**src/rtl/fqb_defs.svh**
```systemverilog
`ifndef FQB_DEFS_SVH
`define FQB_DEFS_SVH
// query table offsets, index form (byte address = 4 * index)
`define FQB_IDX_PAGE_SIZE 8'h4C
`define FQB_IDX_BURST_CNT 8'h4D
`define FQB_IDX_BURST_1 8'h4E
`define FQB_IDX_BURST_2 8'h4F
`define FQB_IDX_BURST_3 8'h50
`define FQB_IDX_BURST_4 8'h51
`define FQB_IDX_PART_CNT 8'h52
// entry contents
`define FQB_VAL_PAGE_SIZE 8'h03
`define FQB_VAL_BURST_CNT 8'h04
`define FQB_VAL_BURST_1 8'h01
`define FQB_VAL_BURST_2 8'h02
`define FQB_VAL_BURST_3 8'h03
`define FQB_VAL_BURST_4 8'h07
`define FQB_VAL_PART_CNT_DEF 8'h01
// burst field layout
`define FQB_BURST_N_MSB 2
`define FQB_BURST_CONT 3'h7
// address width, word-index bits
`define FQB_AW 10
`define FQB_IW 8
`endif

```
**src/rtl/fqb_pkg.sv**
```systemverilog
`default_nettype none
package fqb_pkg;
   typedef struct packed {
      logic read;
      logic write;
      logic [9:0] address;
      logic [31:0] writedata;
      logic [3:0] byteenable;
   } fqb_req_type;
   typedef struct packed {
      logic [31:0] readdata;
      logic waitrequest;
      logic readdatavalid;
   } fqb_rsp_type;
endpackage
`default_nettype wire

```
**src/rtl/fqb_query_table.sv**
```systemverilog
`include "fqb_defs.svh"
`default_nettype none
module fqb_query_table #(
   parameter logic [7:0] PART_COUNT = `FQB_VAL_PART_CNT_DEF
) (
   // clock and reset
   input wire logic ref_clk,
   input wire logic reset_n,
   // avalon-mm slave
   input wire fqb_pkg::fqb_req_type avmReq,
   output fqb_pkg::fqb_rsp_type avmRsp
);
   import fqb_pkg::*;

   typedef enum logic [2:0] {
      ST_IDLE = 3'b001,
      ST_LOOK = 3'b010,
      ST_DONE = 3'b100
   } fqb_state_type;

   fqb_state_type state_ff;
   fqb_state_type nxt_state;
   logic [31:0] readData_ff;
   logic waitReq_ff;
   logic rdValid_ff;
   logic isRead_ff;
   logic [`FQB_IW-1:0] romIndex_ff;
   logic [7:0] romData;
   logic romHit;

   // request decode
   wire logic reqAny = avmReq.read | avmReq.write;
   wire logic [`FQB_IW-1:0] reqIndex = avmReq.address[`FQB_AW-1:2];
   wire logic wordAligned = (avmReq.address[1:0] == 2'h0);
   wire logic [`FQB_IW-1:0] reqSel = wordAligned ? reqIndex : 8'h00;
   // table index follows the bus on the taking edge, so entry data is ready one cycle later
   wire logic takeReq = (state_ff == ST_IDLE) && reqAny;
   wire logic [`FQB_IW-1:0] romIndex = takeReq ? reqSel : romIndex_ff;

   // constant table, writes never reach it
   // no write path
   fqb_table_rom #(
      .PART_COUNT(PART_COUNT)
   ) uRom (
      .ref_clk(ref_clk),
      .reset_n(reset_n),
      .index(romIndex),
      .data(romData),
      .hit(romHit)
   );

   // next state: idle, one lookup cycle, release
   always_comb begin
      nxt_state = state_ff;
      unique case (state_ff)
         ST_IDLE: begin
            if (reqAny) begin
               nxt_state = ST_LOOK;
            end
         end
         ST_LOOK: nxt_state = ST_DONE;
         ST_DONE: nxt_state = ST_IDLE;
         default: nxt_state = ST_IDLE;
      endcase
   end

   wire logic [31:0] nxt_readData = (isRead_ff && romHit) ? {24'h000000, romData} : 32'h00000000;
   wire logic nxt_waitReq = !(state_ff == ST_LOOK);

   // state and request capture
   always_ff @(posedge ref_clk or negedge reset_n) begin
      if (!reset_n) begin
         state_ff <= ST_IDLE;
         romIndex_ff <= 8'h00;
         isRead_ff <= 1'b0;
      end else begin
         state_ff <= nxt_state;
         if (takeReq) begin
            romIndex_ff <= reqSel;
            isRead_ff <= avmReq.read;
         end
      end
   end

   // response registers
   always_ff @(posedge ref_clk or negedge reset_n) begin
      if (!reset_n) begin
         readData_ff <= 32'h00000000;
         waitReq_ff <= 1'b1;
         rdValid_ff <= 1'b0;
      end else begin
         waitReq_ff <= nxt_waitReq;
         rdValid_ff <= (state_ff == ST_LOOK) && isRead_ff;
         if (state_ff == ST_LOOK) begin
            readData_ff <= nxt_readData;
         end
      end
   end

   assign avmRsp = '{readdata: readData_ff, waitrequest: waitReq_ff, readdatavalid: rdValid_ff};

   // assertion helpers
   wire logic ack = !waitReq_ff && reqAny;
   // misaligned addresses count as index zero, outside the table
   wire logic [`FQB_IW-1:0] ackIdx = reqSel;

   property p_page_size;
      @(posedge ref_clk) disable iff (!reset_n)
      (ack && avmReq.read && ackIdx == `FQB_IDX_PAGE_SIZE) |-> (avmRsp.readdata == 32'h00000003);
   endproperty
   a_page_size: assert property (p_page_size) else $error("page size entry wrong");

   property p_page_nonzero;
      @(posedge ref_clk) disable iff (!reset_n)
      (ack && avmReq.read && ackIdx == `FQB_IDX_PAGE_SIZE) |-> (avmRsp.readdata[7:0] != 8'h00);
   endproperty
   a_page_nonzero: assert property (p_page_nonzero) else $error("page buffer advertised absent");

   property p_burst_count;
      @(posedge ref_clk) disable iff (!reset_n)
      (ack && avmReq.read && ackIdx == `FQB_IDX_BURST_CNT) |-> (avmRsp.readdata == 32'h00000004);
   endproperty
   a_burst_count: assert property (p_burst_count) else $error("burst count entry wrong");

   property p_burst_nonzero;
      @(posedge ref_clk) disable iff (!reset_n)
      (ack && avmReq.read && ackIdx == `FQB_IDX_BURST_CNT) |-> (avmRsp.readdata[7:0] != 8'h00);
   endproperty
   a_burst_nonzero: assert property (p_burst_nonzero) else $error("burst capability absent");

   // burst codes use low three bits
   property p_burst_field;
      @(posedge ref_clk) disable iff (!reset_n)
      (ack && avmReq.read && ackIdx >= `FQB_IDX_BURST_1 && ackIdx <= `FQB_IDX_BURST_4)
         |-> (avmRsp.readdata[31:3] == 29'h0);
   endproperty
   a_burst_field: assert property (p_burst_field) else $error("burst reserved bits set");

   property p_burst_cont;
      @(posedge ref_clk) disable iff (!reset_n)
      (ack && avmReq.read && ackIdx == `FQB_IDX_BURST_4) |-> (avmRsp.readdata[2:0] == `FQB_BURST_CONT);
   endproperty
   a_burst_cont: assert property (p_burst_cont) else $error("continuous burst code missing");

   property p_burst_opts;
      @(posedge ref_clk) disable iff (!reset_n)
      (ack && avmReq.read && ackIdx == `FQB_IDX_BURST_2) |-> (avmRsp.readdata == 32'h00000002);
   endproperty
   a_burst_opts: assert property (p_burst_opts) else $error("burst option two wrong");

   property p_part_count;
      @(posedge ref_clk) disable iff (!reset_n)
      (ack && avmReq.read && ackIdx == `FQB_IDX_PART_CNT) |-> (avmRsp.readdata == {24'h0, PART_COUNT});
   endproperty
   a_part_count: assert property (p_part_count) else $error("region count wrong");

   property p_unmapped;
      @(posedge ref_clk) disable iff (!reset_n)
      (ack && avmReq.read && (ackIdx < `FQB_IDX_PAGE_SIZE || ackIdx > `FQB_IDX_PART_CNT))
         |-> (avmRsp.readdata == 32'h0);
   endproperty
   a_unmapped: assert property (p_unmapped) else $error("unmapped read not zero");

   // answer within three cycles of request
   property p_latency;
      @(posedge ref_clk) disable iff (!reset_n)
      ($rose(reqAny) && state_ff == ST_IDLE) |-> ##[1:3] !avmRsp.waitrequest;
   endproperty
   a_latency: assert property (p_latency) else $error("no answer in time");

   property p_burst_opt_one;
      @(posedge ref_clk) disable iff (!reset_n)
      (ack && avmReq.read && ackIdx == `FQB_IDX_BURST_1) |-> (avmRsp.readdata == 32'h00000001);
   endproperty
   a_burst_opt_one: assert property (p_burst_opt_one) else $error("burst option one wrong");

   property p_burst_opt_three;
      @(posedge ref_clk) disable iff (!reset_n)
      (ack && avmReq.read && ackIdx == `FQB_IDX_BURST_3) |-> (avmRsp.readdata == 32'h00000003);
   endproperty
   a_burst_opt_three: assert property (p_burst_opt_three) else $error("burst option three wrong");

   property p_burst_opt_four;
      @(posedge ref_clk) disable iff (!reset_n)
      (ack && avmReq.read && ackIdx == `FQB_IDX_BURST_4) |-> (avmRsp.readdata == 32'h00000007);
   endproperty
   a_burst_opt_four: assert property (p_burst_opt_four) else $error("burst option four wrong");

   property p_upper_zero;
      @(posedge ref_clk) disable iff (!reset_n)
      (ack && avmReq.read) |-> (avmRsp.readdata[31:8] == 24'h000000);
   endproperty
   a_upper_zero: assert property (p_upper_zero) else $error("upper read bytes not zero");

   property p_nonzero_in_range;
      @(posedge ref_clk) disable iff (!reset_n)
      (ack && avmReq.read && avmRsp.readdata != 32'h00000000)
         |-> (ackIdx >= `FQB_IDX_PAGE_SIZE && ackIdx <= `FQB_IDX_PART_CNT);
   endproperty
   a_nonzero_in_range: assert property (p_nonzero_in_range) else $error("data outside table");

   property p_misaligned_zero;
      @(posedge ref_clk) disable iff (!reset_n)
      (ack && avmReq.read && !wordAligned) |-> (avmRsp.readdata == 32'h00000000);
   endproperty
   a_misaligned_zero: assert property (p_misaligned_zero) else $error("misaligned read not zero");

   property p_write_no_valid;
      @(posedge ref_clk) disable iff (!reset_n)
      (ack && avmReq.write) |-> (!avmRsp.readdatavalid && avmRsp.readdata == 32'h00000000);
   endproperty
   a_write_no_valid: assert property (p_write_no_valid) else $error("write answer carries data");

   // read answer flagged valid
   property p_read_valid;
      @(posedge ref_clk) disable iff (!reset_n)
      (ack && avmReq.read) |-> avmRsp.readdatavalid;
   endproperty
   a_read_valid: assert property (p_read_valid) else $error("read answer not flagged");

   // answer lasts one cycle
   property p_wait_pulse;
      @(posedge ref_clk) disable iff (!reset_n)
      !avmRsp.waitrequest |=> avmRsp.waitrequest;
   endproperty
   a_wait_pulse: assert property (p_wait_pulse) else $error("answer longer than one cycle");

   // valid flag only with answer
   property p_valid_needs_wait;
      @(posedge ref_clk) disable iff (!reset_n)
      avmRsp.readdatavalid |-> !avmRsp.waitrequest;
   endproperty
   a_valid_needs_wait: assert property (p_valid_needs_wait) else $error("valid without answer");

   // state stays one-hot
   property p_state_onehot;
      @(posedge ref_clk) disable iff (!reset_n)
      $onehot(state_ff);
   endproperty
   a_state_onehot: assert property (p_state_onehot) else $error("state code illegal");

   // read data moves only on lookup
   property p_data_hold;
      @(posedge ref_clk) disable iff (!reset_n)
      (state_ff != ST_LOOK) |=> $stable(avmRsp.readdata);
   endproperty
   a_data_hold: assert property (p_data_hold) else $error("read data moved outside lookup");

   // lookup leads to answer
   property p_wait_after_look;
      @(posedge ref_clk) disable iff (!reset_n)
      (state_ff == ST_LOOK) |=> !avmRsp.waitrequest;
   endproperty
   a_wait_after_look: assert property (p_wait_after_look) else $error("lookup without answer");

   // taken request starts lookup
   property p_look_follows_req;
      @(posedge ref_clk) disable iff (!reset_n)
      takeReq |=> (state_ff == ST_LOOK);
   endproperty
   a_look_follows_req: assert property (p_look_follows_req) else $error("request not taken");

   // answer cycle returns to idle
   property p_done_to_idle;
      @(posedge ref_clk) disable iff (!reset_n)
      (state_ff == ST_DONE) |=> (state_ff == ST_IDLE);
   endproperty
   a_done_to_idle: assert property (p_done_to_idle) else $error("no return to idle");

   c_read: cover property (@(posedge ref_clk) disable iff (!reset_n) ack && avmReq.read);
   c_write: cover property (@(posedge ref_clk) disable iff (!reset_n) ack && avmReq.write);
   c_cont: cover property (@(posedge ref_clk) disable iff (!reset_n)
      ack && avmReq.read && ackIdx == `FQB_IDX_BURST_4);
   c_misaligned: cover property (@(posedge ref_clk) disable iff (!reset_n)
      ack && avmReq.read && !wordAligned);
endmodule
`default_nettype wire

```
**src/rtl/fqb_table_rom.sv**
```systemverilog
`include "fqb_defs.svh"
`default_nettype none
module fqb_table_rom #(
   parameter logic [7:0] PART_COUNT = `FQB_VAL_PART_CNT_DEF
) (
   // clock and reset
   input wire logic ref_clk,
   input wire logic reset_n,
   // lookup
   input wire logic [`FQB_IW-1:0] index,
   output logic [7:0] data,
   output logic hit
);
   // entry lookup, unmapped and reserved read zero
   // fixed entry values
   function automatic logic [8:0] lookup(input logic [`FQB_IW-1:0] idx);
      unique case (idx)
         `FQB_IDX_PAGE_SIZE: lookup = {1'b1, `FQB_VAL_PAGE_SIZE};
         `FQB_IDX_BURST_CNT: lookup = {1'b1, `FQB_VAL_BURST_CNT};
         `FQB_IDX_BURST_1: lookup = {1'b1, `FQB_VAL_BURST_1};
         `FQB_IDX_BURST_2: lookup = {1'b1, `FQB_VAL_BURST_2};
         `FQB_IDX_BURST_3: lookup = {1'b1, `FQB_VAL_BURST_3};
         `FQB_IDX_BURST_4: lookup = {1'b1, `FQB_VAL_BURST_4};
         `FQB_IDX_PART_CNT: lookup = {1'b1, PART_COUNT};
         default: lookup = 9'h000;
      endcase
   endfunction
   wire logic [8:0] nxt_word = lookup(index);
   // registered read data
   always_ff @(posedge ref_clk or negedge reset_n) begin
      if (!reset_n) begin
         data <= 8'h00;
         hit <= 1'b0;
      end else begin
         data <= nxt_word[7:0];
         hit <= nxt_word[8];
      end
   end
endmodule
`default_nettype wire

```
**config.mk**
```make
export PLATFORM = sky130hd
export DESIGN_NAME = fqb_query_table
export DESIGN_NICKNAME = d
export VERILOG_FILES = /design/src/rtl/fqb_pkg.sv /design/src/rtl/fqb_query_table.sv /design/src/rtl/fqb_table_rom.sv
export VERILOG_INCLUDE_DIRS = /design/src /design/src/rtl
export SDC_FILE = /design/constraint.sdc
export NUM_CORES = 1
export LEC_CHECK = 0
export BUFFER_PORTS_ARGS = -buffer_cell sky130_fd_sc_hd__buf_4
export CORE_ASPECT_RATIO = 0.75
export CORE_UTILIZATION = 36
export DETAILED_ROUTE_END_ITERATION = 8
export PLACE_DENSITY = 0.75
export SLEW_MARGIN = 20
export SYNTH_ARGS = -nofsm -noshare
export SYNTH_HDL_FRONTEND = slang
export SYNTH_SLANG_ARGS = --single-unit
```
**constraint.sdc**
```tcl
create_clock -name ref_clk -period 1.89 [get_ports ref_clk]
set_clock_uncertainty 0.15 [all_clocks]
set_input_delay 0.567 -clock ref_clk [delete_from_list [all_inputs] [get_ports ref_clk]]
set_output_delay 0.567 -clock ref_clk [all_outputs]
set_load 0.01 [all_outputs]
```
# After elaboration in Yosys (flattened, before gate mapping)
# Index checks and enable logic that the tools add are counted.
# op_classes
n_eq_ne	10
mux	6
bitwise	1
reduce_logical	7
# ops
operator	count
== test 8 x 7 -> 1 bit (second input constant)	7
one-hot mux 9 bit (5 select lines)	1
two-way mux 8 bit	3
one-hot mux 3 bit (2 select lines)	1
OR reduction 2 bit	2
== test 3 x 1 -> 1 bit (second input constant)	1
== test 3 x 2 -> 1 bit (second input constant)	1
logical AND 1 bit	3
two-way mux 3 bit	1
logical NOT 2 bit	1
inequality test 2 bit (second input constant)	1
logical NOT 1 bit	1
bitwise OR 1 bit	1
# word_totals
register_bits	55
input_bits	50
out_inout_bits	34
word_cells	32

# Depth between registers and ports, before layout
# Gate-level depths: netlist (run 1).
# depth
depth_word	6
mapped_depth	8
depth_no_buf	7

# Hierarchy
# From an unflattened synthesis (run 1), not the netlist that was laid out.
# hier_totals
cells_unflattened	134
hier_area_um2	1316.3
# modules_own_cells
mod	instances	cells_per_inst	area_per_inst_um2	seq_area_each_um2
fqb_query_table	1	111	1082.3	553.0
fqb_table_rom	1	23	234.0	100.1

# Least setup slack after synthesis (run 1)
# Ideal clock, no wire load.
# synth_timing
path_kind	reg2reg
from	register state_ff[0]
to	register uRom.data[1]
setup_time_ps	134
arrival_time_ps	1608
required_time_ps	1606
slack_ps	-3
stages_incl_launch_ff	9
n_path_buf	1
synth_period_minus_slack_ps	1893
cell_sequence	dfstp_2 nor3b_4 o21ai_4 inv_4 buf_12 mux2i_4 inv_4 a211oi_2 a211oi_2
# synth_via
elab_chain_cells	6
word_cells_on_any_way	13
cone_classes	eq/ne (8); mux (2); reduce/logical (3)
# synth_rtl
item	line_no	source
start, declared	fqb_query_table.sv:21	fqb_state_type state_ff;
start signal, assigned	fqb_query_table.sv:77	state_ff <= nxt_state;
== test 3 x 1 -> 1 bit (*)	fqb_query_table.sv:37	wire logic takeReq = (state_ff == ST_IDLE) && reqAny;
logical AND 1 bit (*)	fqb_query_table.sv:37	
two-way mux 8 bit (*)	--	
named net romIndex[1]	fqb_query_table.sv:38	wire logic [`FQB_IW-1:0] romIndex = takeReq ? reqSel : romIndex_ff;
== test 8 x 7 -> 1 bit	fqb_table_rom.sv:17	unique case (idx)
OR reduction 2 bit (no line)	--	
one-hot mux 9 bit (5 select lines) (*)	fqb_table_rom.sv:17	
named net uRom.nxt_word[1]	fqb_table_rom.sv:28	wire logic [8:0] nxt_word = lookup(index);
end signal, assigned	fqb_table_rom.sv:35	data <= nxt_word[7:0];
end, declared	fqb_table_rom.sv:11	output logic [7:0] data,
# Mark *: on every way through the listed nets, which the timed path passes. The rest lies on a longest branch.
# A chain may end at the register's enable or synchronous reset.

# Worst setup path in the final report (run 1)
# Same ends and word-level chain as after synthesis.

==> results of run 1 <==
## worst register-to-register path, delay by kind of cell (launching register included)
family                 cells  cell delay [ns]
AOI/OAI and AO/OA          3             0.34
buffers and inverters      2             0.18
and+or+nand+nor            1             0.23
muxes                      1             0.27
DFF                        1             0.53
## flip-flops by register name (all words and copies together), names as in the netlist
signal / flops
isRead_ff: 1
rdValid_ff: 1
readData_ff: 3
romIndex_ff: 8
state_ff: 3
uRom.data: 3
uRom.hit: 1
waitReq_ff: 1
## repair_timing
action,in CTS,in global routing
setup endpoints to repair,4,4
resized for setup,4,5
endpoints found under the hold margin,0,0
pin swaps,2,3
setup buffers,1,4
## power by group through the flow
stage	clock network (W)	logic (W)	registers, W
2_1_floorplan	0	0.000504	0.000657
3_3_place_gp	0	0.000605	0.000668
3_5_place_dp	0	0.000638	0.000679
4_1_cts	0.000298	0.000687	0.000675
5_1_grt	0.000314	0.000857	0.000690
6_report	0.000289	0.000783	0.000676
## cell families after synthesis
logic type	share of synthesized area (%)
other cells	0.3168
flops	44.61
compound gates	8.034
mux	4.440
buf+inv	23.36
simple gates	19.24
## path summary, 6_finish.rpt
kind	endpoint	slack (ns)	cells past startpoint
max reg2reg	uRom.data[1]	0.06	7
min in group ref_clk	romIndex_ff[6]	0.33	2
min reg2reg	romIndex_ff[6]	0.33	2
min	romIndex_ff[3]	0.03	1
max in group asynchronous	state_ff[0]	1.28	1
max	uRom.data[1]	0.06	7
## synth_stat cells, drive strengths merged, types with 2 or more instances
master / count
nand3: 9
buf: 32
a211oi: 2
nor2: 6
dfrtp: 19
nand2: 18
o21ai: 7
inv: 5
dfstp: 2
a21oi: 3
and2: 3
mux2i: 4
## layer usage
metal  track usage (%)  routed length, µm
met4                 0                  0
met1             15.27                883
met3             5.263                159
met5                 0                  0
met2             23.53               1175
## stage by stage
step	area, µm²	hold WS [ns]
after floorplan	1289	0.1214
after global placement	1301	0.3061
after detailed placement	1301	0.3175
after CTS	1373	0.03803
after global routing	1425	0.04678
final	1425	0.03072
## cell type report
cell class,count,share of cell area [%]
Sequential cell,21,37.05
Inverter,5,1.844
Clock buffer,4,3.161
Multi-Input combinational cell,90,36.44
Timing Repair Buffer,34,18.17
Tap cell,38,3.336
==> results.md, run 1 <==
* Pwr/cell area at 1227 nW/µm²
* Slew Viols, Final at 0
* Share of layout cells above drive strength 1 at 33.12%
* Sequential share of power at between 30% and 40%
* Die Y at 51.66 µm
* Fillers at 293
* CTS Sinks at 21
* Worst-path cell chain: nor3b_4 > o21ai_4 > clkinv_4 > mux2i_4 > inv_4 > a211oi_2 > a211oi_2
* FFs w/ async S/R, synth at 100.0%
* Share of the synthesized area in the top cell type at 40.17%
* DP HPWL at 1654 µm
* Clk_lat worst skew at about 0.26 ns
* Final min period at 1.832 ns
* Hold Violations, Final at 0
* Post-synth EDFFs at 0
* Leakage at 0.7171 nW
* Area of the core at 3042 µm²
* Initial Util at 38.91%
* 1st-pass router iterations at 5
* Crit-path max FO at 5
* Vias at approximately 840
* Internal power at 0.001120 W
* Synth area leader: dfrtp_1
* Synth Cell Area at 1184 µm²
* Logic pwr share at about 45%
* Tcrit/Tclk final at 96.95%
* Register area share after synthesis at 44.61%
* Commonest non-fill, non-tap cell in the layout: buf_4
* N_diodes at 0
* DR vias/cell at 4.396
* Antenna-violating nets left at 0
* CP Launch Point: state_ff[0]
* Final wirelength at about 2200 µm
* H-tree depth at 1
* Storage cell area at 528.0 µm²
* Final core utilization at 46.85%
* Status: complete, no violations
* GR Util All Layers at 13.04%
* Area of the multi-input gates at 519.2 µm²
* Die width at approximately 70 µm
* Synthesized instance count at 120
* Main synth FF type: dfrtp_1
* Layout Cells excl Fill at 192
* Crit path arrival time at 1.82 ns
* Pin count of the biggest net entering global routing at 22
* Unrepaired setup endpoints after global routing: yes
* Grt total ovfl at 0
* Switching share of power at 35.93%
* DP Cell Count at 183
* Final nets at 205
* CTS max path bufs at 2
* Setup ws final at 0.05766 ns
* Std-Cell Rows at 17
* Clock network power share at 16.5%
* Vias in the first global route at 748
* TritonCTS Buffers at 3
* Global-route wire length before repair at 3298 µm
* Area Growth Syn to Fin at 20.40%
* TritonCTS clock tree: done
* Largest stage delay, worst path at 0.53 ns
* Startpoint Class: flip-flop
* Worst r2r src: state_ff[0]
* Critical Path RT at 1.87 ns
* Initial antenna violation count at 0
* Distinct cells, synth at 26
* Bufs and invs on worst path at 2
* Full die area at 3524 µm²
* Switch Pwr at 0.0006283 W
* I/O Buffers at 18
* Critical Path Sink Type: flip-flop
* Detailed Route Iter0 Violations at 36
* Reg clk slew, reported paths at approximately 0.080 ns
* Hold crit path type: in2async
* Setup_tns at 0 ns
* Worst path most repeated cell: a211oi_2
* Final setup vio count at 0
* Top Ports at 84
* # DRC at 0
* GP Congestion at approximately 0.83
* WL/cell at about 12 µm
* Dpl ws at -0.1451 ns
* Area contributors post-synth: dfrtp_1 (40%), buf_4 (20%), nand2_1 (5.7%)
* Seq cells post-synth at 21
* Commonest non-fill, non-tap cells in the layout: buf_4 (33), conb_1 (29), dfrtp_1 (19)
* Total Power at 0.001749 W
* Top delay family on crit path: flip-flops
* Yosys warns at 0
* Maximum vdd drop at 662.2 µV
* Slowest CP cell: dfstp_2
* Max Fclk at 545.7 MHz
* Clock root buffer: clkbuf_8
* Max-cap viol count at 0
* Hold-fix buffer count after cts at 0
* Mean post-synth cell area at 9.864 µm²
* Setup CP Type: reg2reg
(Power assumes the default switching activity.)
==> inputs of run 2 (changes only) <==
--- a/config.mk
+++ b/config.mk
@@ -10,6 +10,7 @@
 export CORE_ASPECT_RATIO = 0.75
 export CORE_UTILIZATION = 36
 export DETAILED_ROUTE_END_ITERATION = 8
+export HOLD_SLACK_MARGIN = 0.12
 export PLACE_DENSITY = 0.75
 export SLEW_MARGIN = 20
 export SYNTH_ARGS = -nofsm -noshare
==> results.md, run 2 (same netlist as run 1, synthesis figures left out) <==
* GP Congestion at 0.8344 (unchanged)
* Max FFs per register at 8 (unchanged)
* Maximum vdd drop at 662.6 µV (was 662.2 µV)
* Antenna-violating nets left at 0 (unchanged)
* Final setup vio count at 0 (unchanged)
* I/O Buffers at 18 (unchanged)
* Final nets at 206 (was 205)
* Setup CP Type: reg2reg (unchanged)
* Worst r2r src: state_ff[0] (unchanged)
* Startpoint Class: flip-flop (unchanged)
* TritonCTS Buffers at 3 (unchanged)
* Reg clk slew, reported paths at 0.08 ns (about the same)
* Full die area at 3524 µm² (unchanged)
* Initial antenna violation count at 0 (unchanged)
* Max-cap viol count at 0 (unchanged)
* DP HPWL at 1654 µm (unchanged)
* Total Power at 0.001751 W (was 0.001749 W)
* Top Ports at 84 (unchanged)
* Commonest non-fill, non-tap cells in the layout: buf_4 (33), conb_1 (29), dfrtp_1 (19) (unchanged)
* Die width at 68.21 µm (unchanged)
* N_diodes at 0 (unchanged)
* Unrepaired setup endpoints after global routing: yes (unchanged)
* Std-Cell Rows at 17 (unchanged)
* Pwr/cell area at 1220 nW/µm² (was 1227 nW/µm²)
* Final instance area at 1435 µm² (was 1425 µm²)
* 1st-pass router iterations at 5 (unchanged)
* CTS Sinks at 21 (unchanged)
* Leakage at 0.7212 nW (was 0.7171 nW)
* Crit-path max FO at 5 (unchanged)
* Area Growth Syn to Fin at 21.25% (was 20.40%)
* CTS max path bufs at 2 (unchanged)
* Global-route wire length before repair at 3325 µm (was 3298 µm)
* Hold crit path type: reg2reg (was in2async)
* Grt total ovfl at 0 (unchanged)
* Clock root buffer: clkbuf_8 (unchanged)
* Min-delay src: romIndex_ff[6]
* Area of the core at 3042 µm² (unchanged)
* Fillers at 292 (was 293)
* Hold Violations, Final at 0 (unchanged)
* CP Launch Point: state_ff[0] (unchanged)
* Die Y at 51.66 µm (unchanged)
* # DRC at 0 (unchanged)
* Commonest non-fill, non-tap cell in the layout: buf_4 (unchanged)
* Critical Path Sink Type: flip-flop (unchanged)
* Final core utilization at 47.18% (was 46.85%)
* Slew Viols, Final at 0 (unchanged)
* Clk_lat worst skew at 0.26 ns (about the same)
* Vias in the first global route at 760 (was 748)
* Status: complete, no violations (unchanged)
* Detailed Route Iter0 Violations at 36 (unchanged)
* Crit path arrival time at 1.82 ns (about the same)
* Top reg by flops: romIndex_ff (unchanged)
* TritonCTS clock tree: done (unchanged)
* Initial Util at 38.91% (unchanged)
* H-tree depth at 1 (unchanged)
* DR vias/cell at 4.394 (was 4.396)
* Vias at 848 (was 844)
* Critical Path RT at 1.87 ns (about the same)
* Final min period at 1.832 ns (about the same)
* Placed Area at 1301 µm² (unchanged)
* GR Util All Layers at 13.14% (was 13.04%)
* WL/cell at 11.55 µm (about the same)
* Max Fclk at 545.7 MHz (about the same)
* Tcrit/Tclk final at 96.95% (about the same)
* Pin count of the biggest net entering global routing at 22 (unchanged)
* Final wirelength at 2229 µm (was 2217 µm)
* Share of layout cells above drive strength 1 at 32.90% (was 33.12%)
-- run 2: routing by layer --
layer / global-route usage (%) / share of wire (%) / vias to the layer above
met5: 0 / 0 / -
met2: 23.86 / 53 / 35
met1: 15.27 / 40 / 403
met3: 5.263 / 7.0 / 0
li1: - / - / 410
met4: 0 / 0 / 0
-- run 2: critical path: stages, from the launching register on --
cell      delay [ns]
dfstp_2         0.53
nor3b_4         0.23
o21ai_4         0.11
clkinv_4        0.10
mux2i_4         0.27
inv_4           0.08
a211oi_2        0.18
a211oi_2        0.05
-- run 2: worst paths after layout --
check / to / depth (start not counted) / slack, ns
max: uRom.data[1] / 7 / 0.06
min: romIndex_ff[6] / 2 / 0.33
max reg2reg: uRom.data[1] / 7 / 0.06
min reg2reg: romIndex_ff[6] / 2 / 0.33
max in group asynchronous: state_ff[0] / 2 / 0.73
min in group asynchronous: romIndex_ff[3] / 2 / 0.58
-- run 2: what timing repair did --
| item | 4_1_cts | 5_1_grt |
|---|---|---|
| hold buffers | 1 | 0 |
| hold endpoints to repair | 19 | 0 |
| endpoints found under the setup margin | 4 | 4 |
| pin swaps | 2 | 3 |
| setup buffers | 1 | 4 |
| resized for setup | 4 | 5 |
-- run 2: cell type report --
type	instances	area, µm²	area share (%)
Sequential cell	21	528.0	36.79
Multi-Input combinational cell	90	519.2	36.18
Inverter	5	26.28	1.831
Tap cell	38	47.55	3.313
Timing Repair Buffer	35	269.0	18.74
Clock buffer	4	45.04	3.139
-- run 2: stage by stage --
step                std cells  hold WS, ns   TNS (ns)  worst slack [ns]
floorplan                 148       0.1214  -0.002709         -0.002709
global placement          183       0.3061   -0.07919          -0.05267
detailed placement        183       0.3175    -0.3352           -0.1451
CTS                       189       0.3366          0           0.01419
global route              193       0.3749   -0.09037          -0.03272
finish                    193       0.3337          0           0.05765
-- run 2: where the power goes --
group | total (W) | switching [W] | internal, W
logic | 0.000785 | 0.000397 | 0.000389
registers | 0.000677 | 0.0000932 | 0.000583
clock network | 0.000289 | 0.000139 | 0.000150
total | 0.00175 | 0.000629 | 0.00112
==> inputs of run 3 (changes only) <==
--- a/config.mk
+++ b/config.mk
@@ -7,11 +7,13 @@
 export NUM_CORES = 1
 export LEC_CHECK = 0
 export BUFFER_PORTS_ARGS = -buffer_cell sky130_fd_sc_hd__buf_4
+export CAP_MARGIN = 20
 export CORE_ASPECT_RATIO = 0.75
 export CORE_UTILIZATION = 36
 export DETAILED_ROUTE_END_ITERATION = 8
 export HOLD_SLACK_MARGIN = 0.12
 export PLACE_DENSITY = 0.75
+export RECOVER_POWER = 100
 export SLEW_MARGIN = 20
 export SYNTH_ARGS = -nofsm -noshare
 export SYNTH_HDL_FRONTEND = slang
==> results.md, run 3 (same netlist as run 1, synthesis figures left out) <==
* Global-route wire length before repair at 3325 µm (unchanged)
* 1st-pass router iterations at 4 (was 5)
* Reg clk slew, reported paths at 0.08 ns (about the same)
* Critical Path Sink Type: flip-flop (unchanged)
* Critical Path RT at 1.87 ns (about the same)
* Max FFs per register at 8 (unchanged)
* Area Growth Syn to Fin at 21.04% (was 21.25%)
* Area of the core at 3042 µm² (unchanged)
* Top delay family on crit path: flip-flops (unchanged)
* Max_slew headroom at 65.24%
* GR Util All Layers at 13.14% (unchanged)
* Worst-path cell chain: nor3b_4 > o21ai_4 > clkinv_4 > mux2i_4 > inv_4 > a211oi_2 > a211oi_2 (unchanged)
* H-tree depth at 1 (unchanged)
* N_diodes at 0 (unchanged)
* Full die area at 3524 µm² (unchanged)
* Pwr/cell area at 1222 nW/µm² (was 1220 nW/µm²)
* CTS max path bufs at 2 (unchanged)
* Top Ports at 84 (unchanged)
* Maximum vdd drop at 663.9 µV (was 662.6 µV)
* Status: complete, no violations (unchanged)
* DP HPWL at 1654 µm (unchanged)
* Setup_tns at 0 ns (unchanged)
* Largest stage delay, worst path at 0.53 ns (about the same)
* Fillers at 292 (unchanged)
* Commonest non-fill, non-tap cells in the layout: buf_4 (32), conb_1 (29), dfrtp_1 (19) (was buf_4 (33), conb_1 (29), dfrtp_1 (19))
* DR vias/cell at 4.425 (was 4.394)
* Met2 routed WL at 1186 µm (was 1184 µm)
* Pin count of the biggest net entering global routing at 22 (unchanged)
* Final instance area at 1433 µm² (was 1435 µm²)
* Final setup vio count at 0 (unchanged)
* Clock root buffer: clkbuf_8 (unchanged)
* Setup ws final at 0.05646 ns (was 0.05765 ns)
* Leakage at 0.7197 nW (was 0.7212 nW)
* Max-cap viol count at 0 (unchanged)
* Dpl ws at -0.1451 ns (unchanged)
* Final wirelength at 2235 µm (was 2229 µm)
* Hold crit path type: reg2reg (unchanged)
* Hold WS at 0.3326 ns (was 0.3337 ns)
* WHS Path Cells at 2 (unchanged)
* Reg2reg path depth at 7 (unchanged)
* Levels on crit path at 7 (unchanged)
* Crit-path max FO at 5 (unchanged)
* Placed Area at 1301 µm² (unchanged)
* Grt total ovfl at 0 (unchanged)
* TritonCTS Buffers at 3 (unchanged)
* GP Congestion at 0.8344 (unchanged)
* Detailed Route Iter0 Violations at 36 (unchanged)
* I/O Buffers at 18 (unchanged)
* Commonest non-fill, non-tap cell in the layout: buf_4 (unchanged)
* Worst path most repeated cell: a211oi_2 (unchanged)
* Final core utilization at 47.10% (was 47.18%)
* Unrepaired setup endpoints after global routing: yes (unchanged)
* Top reg by flops: romIndex_ff (unchanged)
* Clk_lat worst skew at 0.26 ns (about the same)
* Metal-1 WL at 894 µm (was 888 µm)
* Worst-Margin Slew at 0.5214 ns
* Tcrit/Tclk final at 97.01% (was 96.95%)
* WL/cell at 11.58 µm (was 11.55 µm)
* Share of layout cells above drive strength 1 at 32.90% (unchanged)
* Startpoint Class: flip-flop (unchanged)
* # DRC at 0 (unchanged)
* Hold Violations, Final at 0 (unchanged)
* Crit path arrival time at 1.82 ns (about the same)
* Std-Cell Rows at 17 (unchanged)
* Die Y at 51.66 µm (unchanged)
* Die width at 68.21 µm (unchanged)
* Final nets at 206 (unchanged)
* Vias at 854 (was 848)
* Antenna-violating nets left at 0 (unchanged)
* Initial antenna violation count at 0 (unchanged)
* Uppermost layer routed: met3 (unchanged)
* Slew Viols, Final at 0 (unchanged)
* Initial Util at 38.91% (unchanged)
* Setup CP Type: reg2reg (unchanged)
* Max Fclk at 545.4 MHz (was 545.7 MHz)
* Final min period at 1.834 ns (was 1.832 ns)
* Bufs and invs on worst path at 2 (unchanged)
* Met3 wire length at 154 µm (was 156 µm)
* TritonCTS clock tree: done (unchanged)
* Flop2flop setup slack at 0.06 ns (about the same)
* CTS Sinks at 21 (unchanged)
* Vias in the first global route at 760 (unchanged)
* Slowest CP cell: dfstp_2 (unchanged)
-- run 3: changes by cell type in the layout (fill, tap and decap cells not counted) --
| cell | previous run | this run |
|---|---|---|
| clkbuf_2 | 0 | 1 |
| and2_0 | 0 | 1 |
| buf_4 | 33 | 32 |
| and2_1 | 3 | 2 |
-- run 3: layout make-up --
type	instances	area (µm²)	area share [%]
flip-flops and latches	21	528.0	36.86
clock buffers	4	45.04	3.144
inverters	5	26.28	1.834
repair buffers	35	266.5	18.60
well taps	38	47.55	3.319
multi-input cells	90	519.2	36.24
-- run 3: stage by stage --
stage | std cells | total power (W)
detailed placement | 183 | 0.001317
CTS | 189 | 0.001662
global placement | 183 | 0.001273
floorplan | 148 | 0.001161
global route | 193 | 0.001862
finish | 193 | 0.001751
-- run 3: path summary, 6_finish.rpt --
check                                     from        endpoint
worst min register to register  romIndex_ff[6]  romIndex_ff[6]
worst min-delay path            romIndex_ff[6]  romIndex_ff[6]
worst max-delay path               state_ff[0]    uRom.data[1]
max in group asynchronous              reset_n     state_ff[0]
worst max register to register     state_ff[0]    uRom.data[1]
min in group asynchronous              reset_n  romIndex_ff[3]
-- run 3: tightest hold or removal path: cells and delay by family (launching register included) --
kind             cells  cell delay (ns)
flip-flops           1             0.35
AO/OA/AOI/OAI        1             0.06
AND/OR/NAND/NOR      1             0.04
-- run 3: power by group --
group | internal [W] | total (W) | switching, W | leakage, nW
clock | 0.000150 | 0.000289 | 0.000139 | 0.0228
sequential | 0.000583 | 0.000676 | 0.0000930 | 0.278
combinational | 0.000387 | 0.000786 | 0.000398 | 0.419
-- run 3: per-layer routing --
layer | GRT usage, % | vias up
li1 | - | 409
met1 | 15.27 | 408
met2 | 23.86 | 37
met3 | 5.263 | 0
met4 | 0 | 0
met5 | 0 | -
-- run 3: timing repair --
action	in CTS	in global routing
hold buffers	1	0
pin swaps	2	3
endpoints found under the hold margin	19	0
setup buffers	1	4
endpoints found under the setup margin	4	4
resized for setup	4	5
